<file path="config.mk">
export PLATFORM = sky130hd
export DESIGN_NAME = ssr_supply_supervisor
export DESIGN_NICKNAME = d
export VERILOG_FILES = /design/src/core/ssr_pkg.sv /design/src/core/ssr_supply_supervisor.sv
export VERILOG_INCLUDE_DIRS = /design/src /design/src/core
export SDC_FILE = /design/constraint.sdc
export NUM_CORES = 1
export LEC_CHECK = 0
export ABC_AREA = 1
export BUFFER_PORTS_ARGS = -buffer_cell sky130_fd_sc_hd__buf_2
export CELL_PAD_IN_SITES_DETAIL_PLACEMENT = 1
export CELL_PAD_IN_SITES_GLOBAL_PLACEMENT = 1
export CORE_ASPECT_RATIO = 0.7
export CORE_MARGIN = 3
export CORE_UTILIZATION = 36
export DETAILED_ROUTE_END_ITERATION = 7
export PLACE_DENSITY_LB_ADDON = 0.1
export SLEW_MARGIN = 10
export SYNTH_ARGS = -nofsm -noshare
export SYNTH_HDL_FRONTEND = slang
export SYNTH_SLANG_ARGS = --single-unit
</file>
<file path="constraint.sdc">
create_clock -name clk -period 3.15 [get_ports clk]
set_input_delay 0.63 -clock clk [delete_from_list [all_inputs] [get_ports clk]]
set_output_delay 0.63 -clock clk [all_outputs]
set_load 0.01 [all_outputs]
</file>
<file path="src/core/ssr_regs.svh">
`ifndef SSR_REGS_SVH
`define SSR_REGS_SVH

// ****************************************
// Register offsets
// ****************************************
`define SSR_OFS_CTRL 8'h00
`define SSR_OFS_STATUS 8'h04
`define SSR_OFS_CLEAR 8'h08
`define SSR_OFS_ENABLE 8'h0C
`define SSR_OFS_SUPPLY 8'h10

// ****************************************
// Control fields
// ****************************************
`define SSR_CTRL_DET_EN 0
`define SSR_CTRL_LVL_LO 1
`define SSR_CTRL_LVL_HI 3
`define SSR_CTRL_FALL_EN 4
`define SSR_CTRL_RISE_EN 5
`define SSR_CTRL_HALT_OFF 6
`define SSR_CTRL_RESET 8'h00

// ****************************************
// Status fields
// ****************************************
`define SSR_ST_FALL 0
`define SSR_ST_RISE 1

// ****************************************
// Option byte fields and levels
// ****************************************
`define SSR_OPT_LVL_LO 0
`define SSR_OPT_LVL_HI 2
`define SSR_OPT_DIS 3
`define SSR_BOR_LVL_DEFAULT 3'h0
`define SSR_BOR_LVL_MAX 3'h4
`define SSR_DET_LVL_MAX 3'h6
`define SSR_DET_LVL_RESET 3'h0

// ****************************************
// Timing
// ****************************************
`define SSR_CLK_MHZ 125
`define SSR_SETTLE_NS 80
`define SSR_SETTLE_CYC ((`SSR_SETTLE_NS * `SSR_CLK_MHZ + 999) / 1000)

`endif

</file>
<file path="src/core/ssr_pkg.sv">
package ssr_pkg;

    typedef enum logic [1:0] {
        SSR_ST_RESET = 2'b00,
        SSR_ST_LOAD = 2'b01,
        SSR_ST_SETTLE = 2'b10,
        SSR_ST_RUN = 2'b11
    } ssr_state_e;

    typedef struct packed {
        logic halt_off;
        logic rise_en;
        logic fall_en;
        logic [2:0] level;
        logic det_en;
    } ssr_ctrl_s;

    typedef struct packed {
        logic write;
        logic read;
        logic [7:0] addr;
        logic [31:0] wdata;
    } ssr_bus_s;

endpackage

</file>
<file path="src/core/ssr_supply_supervisor.sv">
`include "ssr_regs.svh"

module ssr_supply_supervisor (
    // Clock and reset
    input wire logic clk,
    input wire logic reset,
    input wire logic clk_en,
    // Strap: brownout-disable ordering variant
    input wire logic variant_bor_disabled,
    // Analog comparators, active high when supply is above threshold
    input wire logic por_above,
    input wire logic bor_min_above,
    input wire logic bor_sel_above,
    input wire logic det_above,
    // Option byte store
    input wire logic opt_valid,
    input wire logic [7:0] opt_data,
    output logic opt_req,
    // Analog controls
    output logic [2:0] brownout_threshold_level,
    output logic brownout_enable,
    output logic reference_enable,
    output logic [2:0] detector_threshold_level,
    output logic detector_enable,
    // Power mode
    input wire logic halt_mode,
    // System reset and interrupt
    output logic system_reset,
    output logic irq,
    // Register port
    input wire logic [7:0] reg_addr,
    input wire logic [31:0] reg_wdata,
    input wire logic reg_write,
    input wire logic reg_read,
    output logic [31:0] reg_rdata
);

    // ****************************************
    // State
    // ****************************************
    ssr_pkg::ssr_state_e state;
    ssr_pkg::ssr_state_e next_state;
    ssr_pkg::ssr_ctrl_s ctrl;
    ssr_pkg::ssr_ctrl_s next_ctrl;
    ssr_pkg::ssr_bus_s bus;
    logic [3:0] sync1;
    logic [3:0] sync2;
    logic [3:0] next_sync1;
    logic [3:0] next_sync2;
    logic det_prev;
    logic next_det_prev;
    logic det_armed;
    logic next_det_armed;
    logic [2:0] bor_level;
    logic [2:0] next_bor_level;
    logic bor_off;
    logic next_bor_off;
    logic [7:0] settle;
    logic [7:0] next_settle;
    logic [1:0] status;
    logic [1:0] next_status;
    logic [1:0] irq_en;
    logic [1:0] next_irq_en;
    logic [31:0] next_rdata;
    logic next_opt_req;
    logic next_system_reset;
    logic next_irq;
    logic next_bor_en_out;
    logic next_ref_en;
    logic next_det_en_out;
    logic [2:0] next_det_lvl_out;
    logic [2:0] next_bor_lvl_out;
    logic por_ok;
    logic min_ok;
    logic sel_ok;
    logic det_ok;
    logic gated;
    logic [1:0] events;
    logic [2:0] opt_lvl;

    assign bus = '{write: reg_write, read: reg_read, addr: reg_addr, wdata: reg_wdata};
    assign por_ok = sync2[0];
    assign min_ok = sync2[1];
    assign sel_ok = sync2[2];
    assign det_ok = sync2[3];

    // ****************************************
    // Synchronizers
    // ****************************************
    always_comb begin
        next_sync1 = {det_above, bor_sel_above, bor_min_above, por_above};
        next_sync2 = sync1;
    end

    // ****************************************
    // Power-up sequencing
    // ****************************************
    always_comb begin
        next_state = state;
        next_bor_level = bor_level;
        next_bor_off = bor_off;
        next_settle = settle;
        next_opt_req = 1'b0;
        opt_lvl = opt_data[`SSR_OPT_LVL_HI:`SSR_OPT_LVL_LO];
        gated = ctrl.halt_off && halt_mode;
        case (state)
            ssr_pkg::SSR_ST_RESET: begin
                next_bor_level = `SSR_BOR_LVL_DEFAULT;
                next_bor_off = variant_bor_disabled;
                if (por_ok && (min_ok || variant_bor_disabled)) begin
                    next_state = ssr_pkg::SSR_ST_LOAD;
                end
            end
            ssr_pkg::SSR_ST_LOAD: begin
                next_opt_req = 1'b1;
                if (opt_valid) begin
                    next_opt_req = 1'b0;
                    if (opt_data[`SSR_OPT_DIS] || variant_bor_disabled) begin
                        next_bor_off = 1'b1;
                    end else if (opt_lvl <= `SSR_BOR_LVL_MAX) begin
                        next_bor_level = opt_lvl;
                    end
                    next_settle = 8'(`SSR_SETTLE_CYC);
                    next_state = ssr_pkg::SSR_ST_SETTLE;
                end
            end
            ssr_pkg::SSR_ST_SETTLE: begin
                if (settle <= 8'h01) begin
                    next_state = ssr_pkg::SSR_ST_RUN;
                end else begin
                    next_settle = settle - 8'h01;
                end
            end
            ssr_pkg::SSR_ST_RUN: begin
                if (!bor_off && !gated && !sel_ok) begin
                    next_state = ssr_pkg::SSR_ST_SETTLE;
                    next_settle = 8'(`SSR_SETTLE_CYC);
                end
            end
            default: begin
                next_state = ssr_pkg::SSR_ST_RESET;
            end
        endcase
        if (!por_ok) begin
            next_state = ssr_pkg::SSR_ST_RESET;
        end
        next_system_reset = (next_state != ssr_pkg::SSR_ST_RUN);
        next_bor_en_out = !next_bor_off && !gated;
        next_ref_en = !gated;
        next_bor_lvl_out = next_bor_level;
    end

    // ****************************************
    // Voltage detector and interrupts
    // ****************************************
    always_comb begin
        next_det_prev = det_ok;
        next_det_armed = ctrl.det_en && (state == ssr_pkg::SSR_ST_RUN);
        events = 2'b00;
        if (det_armed && ctrl.det_en) begin
            events[`SSR_ST_FALL] = ctrl.fall_en && det_prev && !det_ok;
            events[`SSR_ST_RISE] = ctrl.rise_en && !det_prev && det_ok;
        end
        next_ctrl = ctrl;
        next_irq_en = irq_en;
        next_status = status;
        if (bus.write && bus.addr == `SSR_OFS_CTRL) begin
            next_ctrl = ssr_pkg::ssr_ctrl_s'(bus.wdata[6:0]);
            if (bus.wdata[`SSR_CTRL_LVL_HI:`SSR_CTRL_LVL_LO] > `SSR_DET_LVL_MAX) begin
                next_ctrl.level = `SSR_DET_LVL_MAX;
            end
        end
        if (bus.write && bus.addr == `SSR_OFS_ENABLE) begin
            next_irq_en = bus.wdata[1:0];
        end
        if (bus.write && bus.addr == `SSR_OFS_CLEAR) begin
            next_status = status & ~bus.wdata[1:0];
        end
        next_status = next_status | events;
        next_irq = |(next_status & next_irq_en);
        next_det_en_out = next_ctrl.det_en;
        next_det_lvl_out = next_ctrl.level;
        next_rdata = 32'h00000000;
        if (bus.read) begin
            case (bus.addr)
                `SSR_OFS_CTRL: next_rdata = {25'h0000000, ctrl};
                `SSR_OFS_STATUS: next_rdata = {30'h00000000, status};
                `SSR_OFS_ENABLE: next_rdata = {30'h00000000, irq_en};
                `SSR_OFS_SUPPLY: next_rdata = {22'h000000, bor_off, bor_level,
                                               state, sync2};
                default: next_rdata = 32'h00000000;
            endcase
        end
    end

    // ****************************************
    // Registers
    // ****************************************
    always_ff @(posedge clk) begin
        if (reset) begin
            sync1 <= 4'h0;
            sync2 <= 4'h0;
            state <= ssr_pkg::SSR_ST_RESET;
            bor_level <= `SSR_BOR_LVL_DEFAULT;
            bor_off <= 1'b0;
            settle <= 8'h00;
            opt_req <= 1'b0;
            system_reset <= 1'b1;
            brownout_enable <= 1'b1;
            reference_enable <= 1'b1;
            brownout_threshold_level <= `SSR_BOR_LVL_DEFAULT;
            ctrl <= ssr_pkg::ssr_ctrl_s'(`SSR_CTRL_RESET);
            irq_en <= 2'h0;
            status <= 2'h0;
            det_prev <= 1'b0;
            det_armed <= 1'b0;
            irq <= 1'b0;
            detector_enable <= 1'b0;
            detector_threshold_level <= `SSR_DET_LVL_RESET;
            reg_rdata <= 32'h00000000;
        end else if (clk_en) begin
            sync1 <= next_sync1;
            sync2 <= next_sync2;
            state <= next_state;
            bor_level <= next_bor_level;
            bor_off <= next_bor_off;
            settle <= next_settle;
            opt_req <= next_opt_req;
            system_reset <= next_system_reset;
            brownout_enable <= next_bor_en_out;
            reference_enable <= next_ref_en;
            brownout_threshold_level <= next_bor_lvl_out;
            ctrl <= next_ctrl;
            irq_en <= next_irq_en;
            status <= next_status;
            det_prev <= next_det_prev;
            det_armed <= next_det_armed;
            irq <= next_irq;
            detector_enable <= next_det_en_out;
            detector_threshold_level <= next_det_lvl_out;
            reg_rdata <= next_rdata;
        end
    end

endmodule

</file>
After elaboration in Yosys (flattened, before gate mapping) --
Index checks and enable logic that the tools add are counted.
Operators by class: add/sub/neg operators 1, multiplexer cells 25, bitwise logic cells 4, equal/unequal tests 13, order comparisons 3, reductions and logical operators 30
Operator list (number):
- $pmux W10 S4 | 1
- $mux W8 | 3
- $pmux W8 S3 | 1
- $eq A8 B4 Y1 const B | 2
- $mux W2 | 8
- $logic_and A1 B1 Y1 | 14
- $mux W3 | 4
- $ne A2 B2 Y1 const B | 6
- $mux W10 | 1
- $reduce_and A5 Y1 | 2
- $eq A8 B3 Y1 const B | 1
- $eq A8 B5 Y1 const B | 1
- $le A8 B1 Y1 const B | 1
- $logic_not A8 Y1 | 1
- $pmux W2 S4 | 1
- $sub A8 B1 Y8 const B | 1
- $logic_not A1 Y1 | 6
- $pmux W3 S2 | 1
- $and A2 B2 Y2 | 2
- $eq A2 B2 Y1 const B | 2
- $mux W1 | 4
- $gt A3 B3 Y1 const B | 1
- $le A3 B3 Y1 const B | 1
- $reduce_bool A3 Y1 | 1
- other kinds (9) | 10
Storage, ports and cells: bits of input ports 60, flip-flop bits (word level) 72, output and inout port bits 44, logic and storage cells 97

Longest topological paths before layout --
depth after elaboration 8, depth in mapped cells 9, mapped depth without buffers 9

Least setup slack after synthesis --
OpenSTA, ideal clock, no wires.
path kind in2reg, from input opt_data[3], to register bor_level[0], path buffers 0, setup time 71 ps, setup slack 1640 ps, stages 6, data arrival time 1439 ps, cells stage by stage or2_2 nand2_1 nand3_1 nor2_1 nand3_1 a21oi_1
On the way: cells in the longest elaborated chain, start to end 3
RTL lines:
- start: declaration | RTL line ssr_supply_supervisor.sv:17 | input wire logic [7:0] opt_data,
- $logic_or A1 B1 Y1 | RTL line ssr_supply_supervisor.sv:118 | if (opt_data[`SSR_OPT_DIS] || variant_bor_disabled) begin
- $ne A2 B2 Y1 (no line)
- $reduce_and A5 Y1 (no line)
- end signal: assignment | RTL line ssr_supply_supervisor.sv:204 | bor_level <= `SSR_BOR_LVL_DEFAULT;
- end signal: assignment | RTL line ssr_supply_supervisor.sv:225 | bor_level <= next_bor_level;
- end: declaration | RTL line ssr_supply_supervisor.sv:54 | logic [2:0] bor_level;
No other way between the ends. A chain may end at the register's enable or synchronous reset.

Worst setup path after layout --
from register settle[0], to register settle[7]
On the way: cells in the longest elaborated chain, start to end 3, elaborated cells on any way between the ends 6, classes of those cells add/sub (1); order compare (1); eq/ne (1); mux (2); reduce/logical (1)
RTL lines:
- start: declaration | RTL line ssr_supply_supervisor.sv:58 | logic [7:0] settle;
- start signal: assignment | RTL line ssr_supply_supervisor.sv:227 | settle <= next_settle;
- $sub A8 B1 Y8 / $le A8 B1 Y1 (equally long branches) | RTL line ssr_supply_supervisor.sv:131, ssr_supply_supervisor.sv:128
- $mux W8 / $ne A2 B2 Y1 (equally long branches)
- $pmux W8 S3 / $reduce_and A5 Y1 (equally long branches)
Parallel ways exist; a longest one is shown, timed or not. The select of a mux whose other input is x is not followed.

==> key figures <==
Layout
  • ANT cells: 0
  • # nets final: 508
  • Share of post-route cells with drive strength above 1: 18.8%
  • # fillers: 958
  • Post-Layout Inst Area: 3060 um2
  • Synth-to-Final Area Change: 13.9%
  • Post-layout util: 43.7%

Placement
  • Port buffer count: 52
  • Final RePlAce weighted congestion: 0.804
  • Post-DP HPWL: 5900 um
  • Pre-CTS WS: 1.21 ns
  • Placed Area: 2950 um2

Drt
  • # DRC: 0
  • 1st-iter DRT viols: 145
  • Final wirelength: 7440 um
  • DR pass1 iterations: 4
  • Wire per inst: 13.8 um
  • Via count: 2582
  • Antenna Nets Post-Route: 0
  • Vias per cell: 4.77

Setup path
  • Setup slack, reg-to-reg: 1.44 ns
  • CP Launch Point: settle[0]$_SDFFE_PP0P_
  • CP Class: flop to flop
  • CP max FO: 9
  • Arr. time, crit path: 1.89 ns
  • Worst R2R Start: settle[0]$_SDFFE_PP0P_
  • Critical path depth: 9
  • Top delay family on crit path: simple AND/OR/NAND/NOR gates
  • WP buf/inv: 2
  • Crit path capture type: flop
  • Reg2reg path depth: 9
  • Slowest-stage cell, CP: dfxtp_1
  • Worst path cell trace: inv_1 > ha_1 > nor2_1 > nor2_1 > nand3_4 > nand3_4 > inv_4 > nand2_1 > a21oi_1
  • Startpoint types: flop
  • CP required: 3.34 ns
  • Worst reg2reg path endpoint: settle[7]$_SDFFE_PP0P_
  • CP Capture Point: settle[7]$_SDFFE_PP0P_
  • CP max stage delay: 0.36 ns

Timing
  • Fin crit share: 54.1%
  • Setup violations, final: 0
  • Fin. Hold Viols: 0
  • RSZ-0062 raised after global routing: no
  • Final hold slack: 0.465 ns
  • Worst clock skew: 0.00517 ns
  • TNS Setup: 0 ns
  • Max Transition Viols Final: 0
  • Min cycle time layout: 1.71 ns
  • Max Clk Rate: 586 MHz
  • Final WS setup: 1.44 ns

Synthesis
  • Synth Area per Inst: 6.79 um2
  • Synthesized-area fraction occupied by adder cells: 0.931%
  • Netlist cell types: 31
  • Yosys warning count: 0
  • Xor/xnor share of the synthesized area: 0.977%
  • Synth Register Bits: 50
  • Post-Syn Area: 2690 um2
  • Largest family of logic cells by synthesized area: simple AND/OR/NAND/NOR gates
  • Mux share of post-synthesis cell area: 0%
  • Seq/Total Area, Yosys: 37.2%
  • Post-synthesis cell count: 396
  • Simple-Gate Fraction of Synth Area: 31.6%
  • Compound-Gate Fraction of Synth Area: 14.8%

Clock network
  • CTS Hold Bufs: 0
  • Longest Clk Path Bufs: 2
  • Clock root cell: clkbuf_8
  • CTS buffer count: 5
  • Clock Latency Late Sink: 0.30 ns
  • Clk pin slew, worst setup/hold paths: 0.09 ns
  • CTS H-tree lvls: 2
  • Clock sinks: 50
  • Post_cts resized: 0
  • CTS tree: built
  • Setup repair bufs after CTS: 0

Floorplan
  • Core Region: 7010 um2
  • Die Y: 78.3 um
  • Die X: 109 um
  • Row cnt: 25
  • Initial core utilization: 38.4%
  • Die area: 8560 um2
  • IO Pins: 104

GRT
  • Grt total ovfl: 0
  • Maximum number of pins on one net before global-route repair: 26
  • Initial antenna violation count: 0
  • GRT Util Overall: 18.3%
  • Vias in the first global route: 2539
  • First-pass GRT wire length: 12400 um

Pwr
  • PD cells: 418 nW/um2
  • Pleak: 1.46 nW
  • Maximum vdd drop: 173 uV

Run
  • Max Cap Viol: 0

Outcome
  • Status: finished clean

Min path
  • Hold WC Path Type: flop to flop
-- through the flow --
step,instances,total power [mW]
final,541,1.28
after global routing,541,1.35
after CTS,541,1.30
after detailed placement,533,0.838
after global placement,533,0.833
after floorplan,417,0.796
-- registers in the layout (all words and copies together), names as in the netlist, 2 cells and up --
register	flops
reg_rdata	10
settle	8
ctrl	7
next_sync2	4
sync2	4
bor_level	3
irq_en	2
state	2
status	2
-- how the worst min path moves through the flow --
stage,startpoint,end,cells past startpoint
CTS,reg_rdata[6]$_SDFFE_PP0P_,reg_rdata[6]$_SDFFE_PP0P_,2
finish,reg_rdata[7]$_SDFFE_PP0P_,reg_rdata[7]$_SDFFE_PP0P_,2
floorplan,bor_off$_SDFFE_PP0P_,reg_rdata[9]$_SDFFE_PP0P_,2
global placement,reg_rdata[7]$_SDFFE_PP0P_,reg_rdata[7]$_SDFFE_PP0P_,2
global route,reg_rdata[0]$_SDFFE_PP0P_,reg_rdata[0]$_SDFFE_PP0P_,2
detailed placement,reg_rdata[6]$_SDFFE_PP0P_,reg_rdata[6]$_SDFFE_PP0P_,2
-- routing by layer --
layer | vias up | share of wire (%) | global-route usage (%)
met5 | - | 0 | 0
met4 | 0 | 0.56 | 2.99
met3 | 4 | 5.2 | 3.45
met2 | 65 | 41 | 27.2
met1 | 1198 | 53 | 27.8
li1 | 1315 | - | -
-- cells in the mapped netlist (all sizes together) --
cell type  number  area (um2)
buf            28         204
a21oi          33         191
xnor2           1        8.76
or2             4        25.0
nand2          94         353
dfxtp          50        1000
a211oi          1        7.51
clkinv          2        7.51
nand4           3        18.8
clkbuf          7        26.3
a21boi          1        7.51
o211ai          2        15.0
nand3          33         203
nor3            3        15.0
conb            1        3.75
ha              2        25.0
nor2           57         236
o21ai          32         164
inv            38         145
o21a            1        7.51
a31oi           1        6.26
xor2            2        17.5
-- area by class of cell --
| class | instances | area [um2] | share of cell area (%) |
|---|---|---|---|
| multi-input cells | 292 | 1380 | 45.2 |
| flip-flops and latches | 50 | 1000 | 32.7 |
| repair buffers | 57 | 298 | 9.72 |
| inverters | 40 | 153 | 4.98 |
| well taps | 94 | 118 | 3.84 |
| clock buffers | 6 | 72.6 | 2.37 |
| clock inverters | 2 | 37.5 | 1.23 |
-- where the power goes --
group	internal [mW]	switching (mW)
registers	0.651	0.0146
clock network	0.237	0.221
logic	0.0520	0.105
total	0.941	0.340
-- cells by family (layout without fill, tap and decap cells) --
kind of cell	Yosys count	after routing
xor gates and xnor gates	3	3
adders and majority gates	2	2
DFF	50	50
AOI/OAI and AO/OA	71	71
other	1	22
and+or+nand+nor	194	194
buffers and inverters	75	105
-- worst min-delay path, cell delays in order (launching register included) --
cell     delay [ns]
dfxtp_1        0.32
nand2_1        0.06
a21oi_1        0.05
-- placed cells by master, fill, tap and decap left out, types with 3 or more instances in the layout --
| master | n |
|---|---|
| nor2_1 | 54 |
| inv_1 | 34 |
| nand3_4 | 3 |
| clkbuf_8 | 5 |
| buf_4 | 5 |
| nand2_1 | 94 |
| buf_2 | 52 |
| inv_2 | 3 |
| o21ai_0 | 31 |
| or2_2 | 4 |
| a21oi_1 | 28 |
| nor2_4 | 3 |
| nand4_1 | 3 |
| nand3_1 | 30 |
| nor3_1 | 3 |
| conb_1 | 22 |
| a21oi_2 | 4 |
| dfxtp_1 | 50 |
No activity file was read; power rests on OpenSTA's default activity.
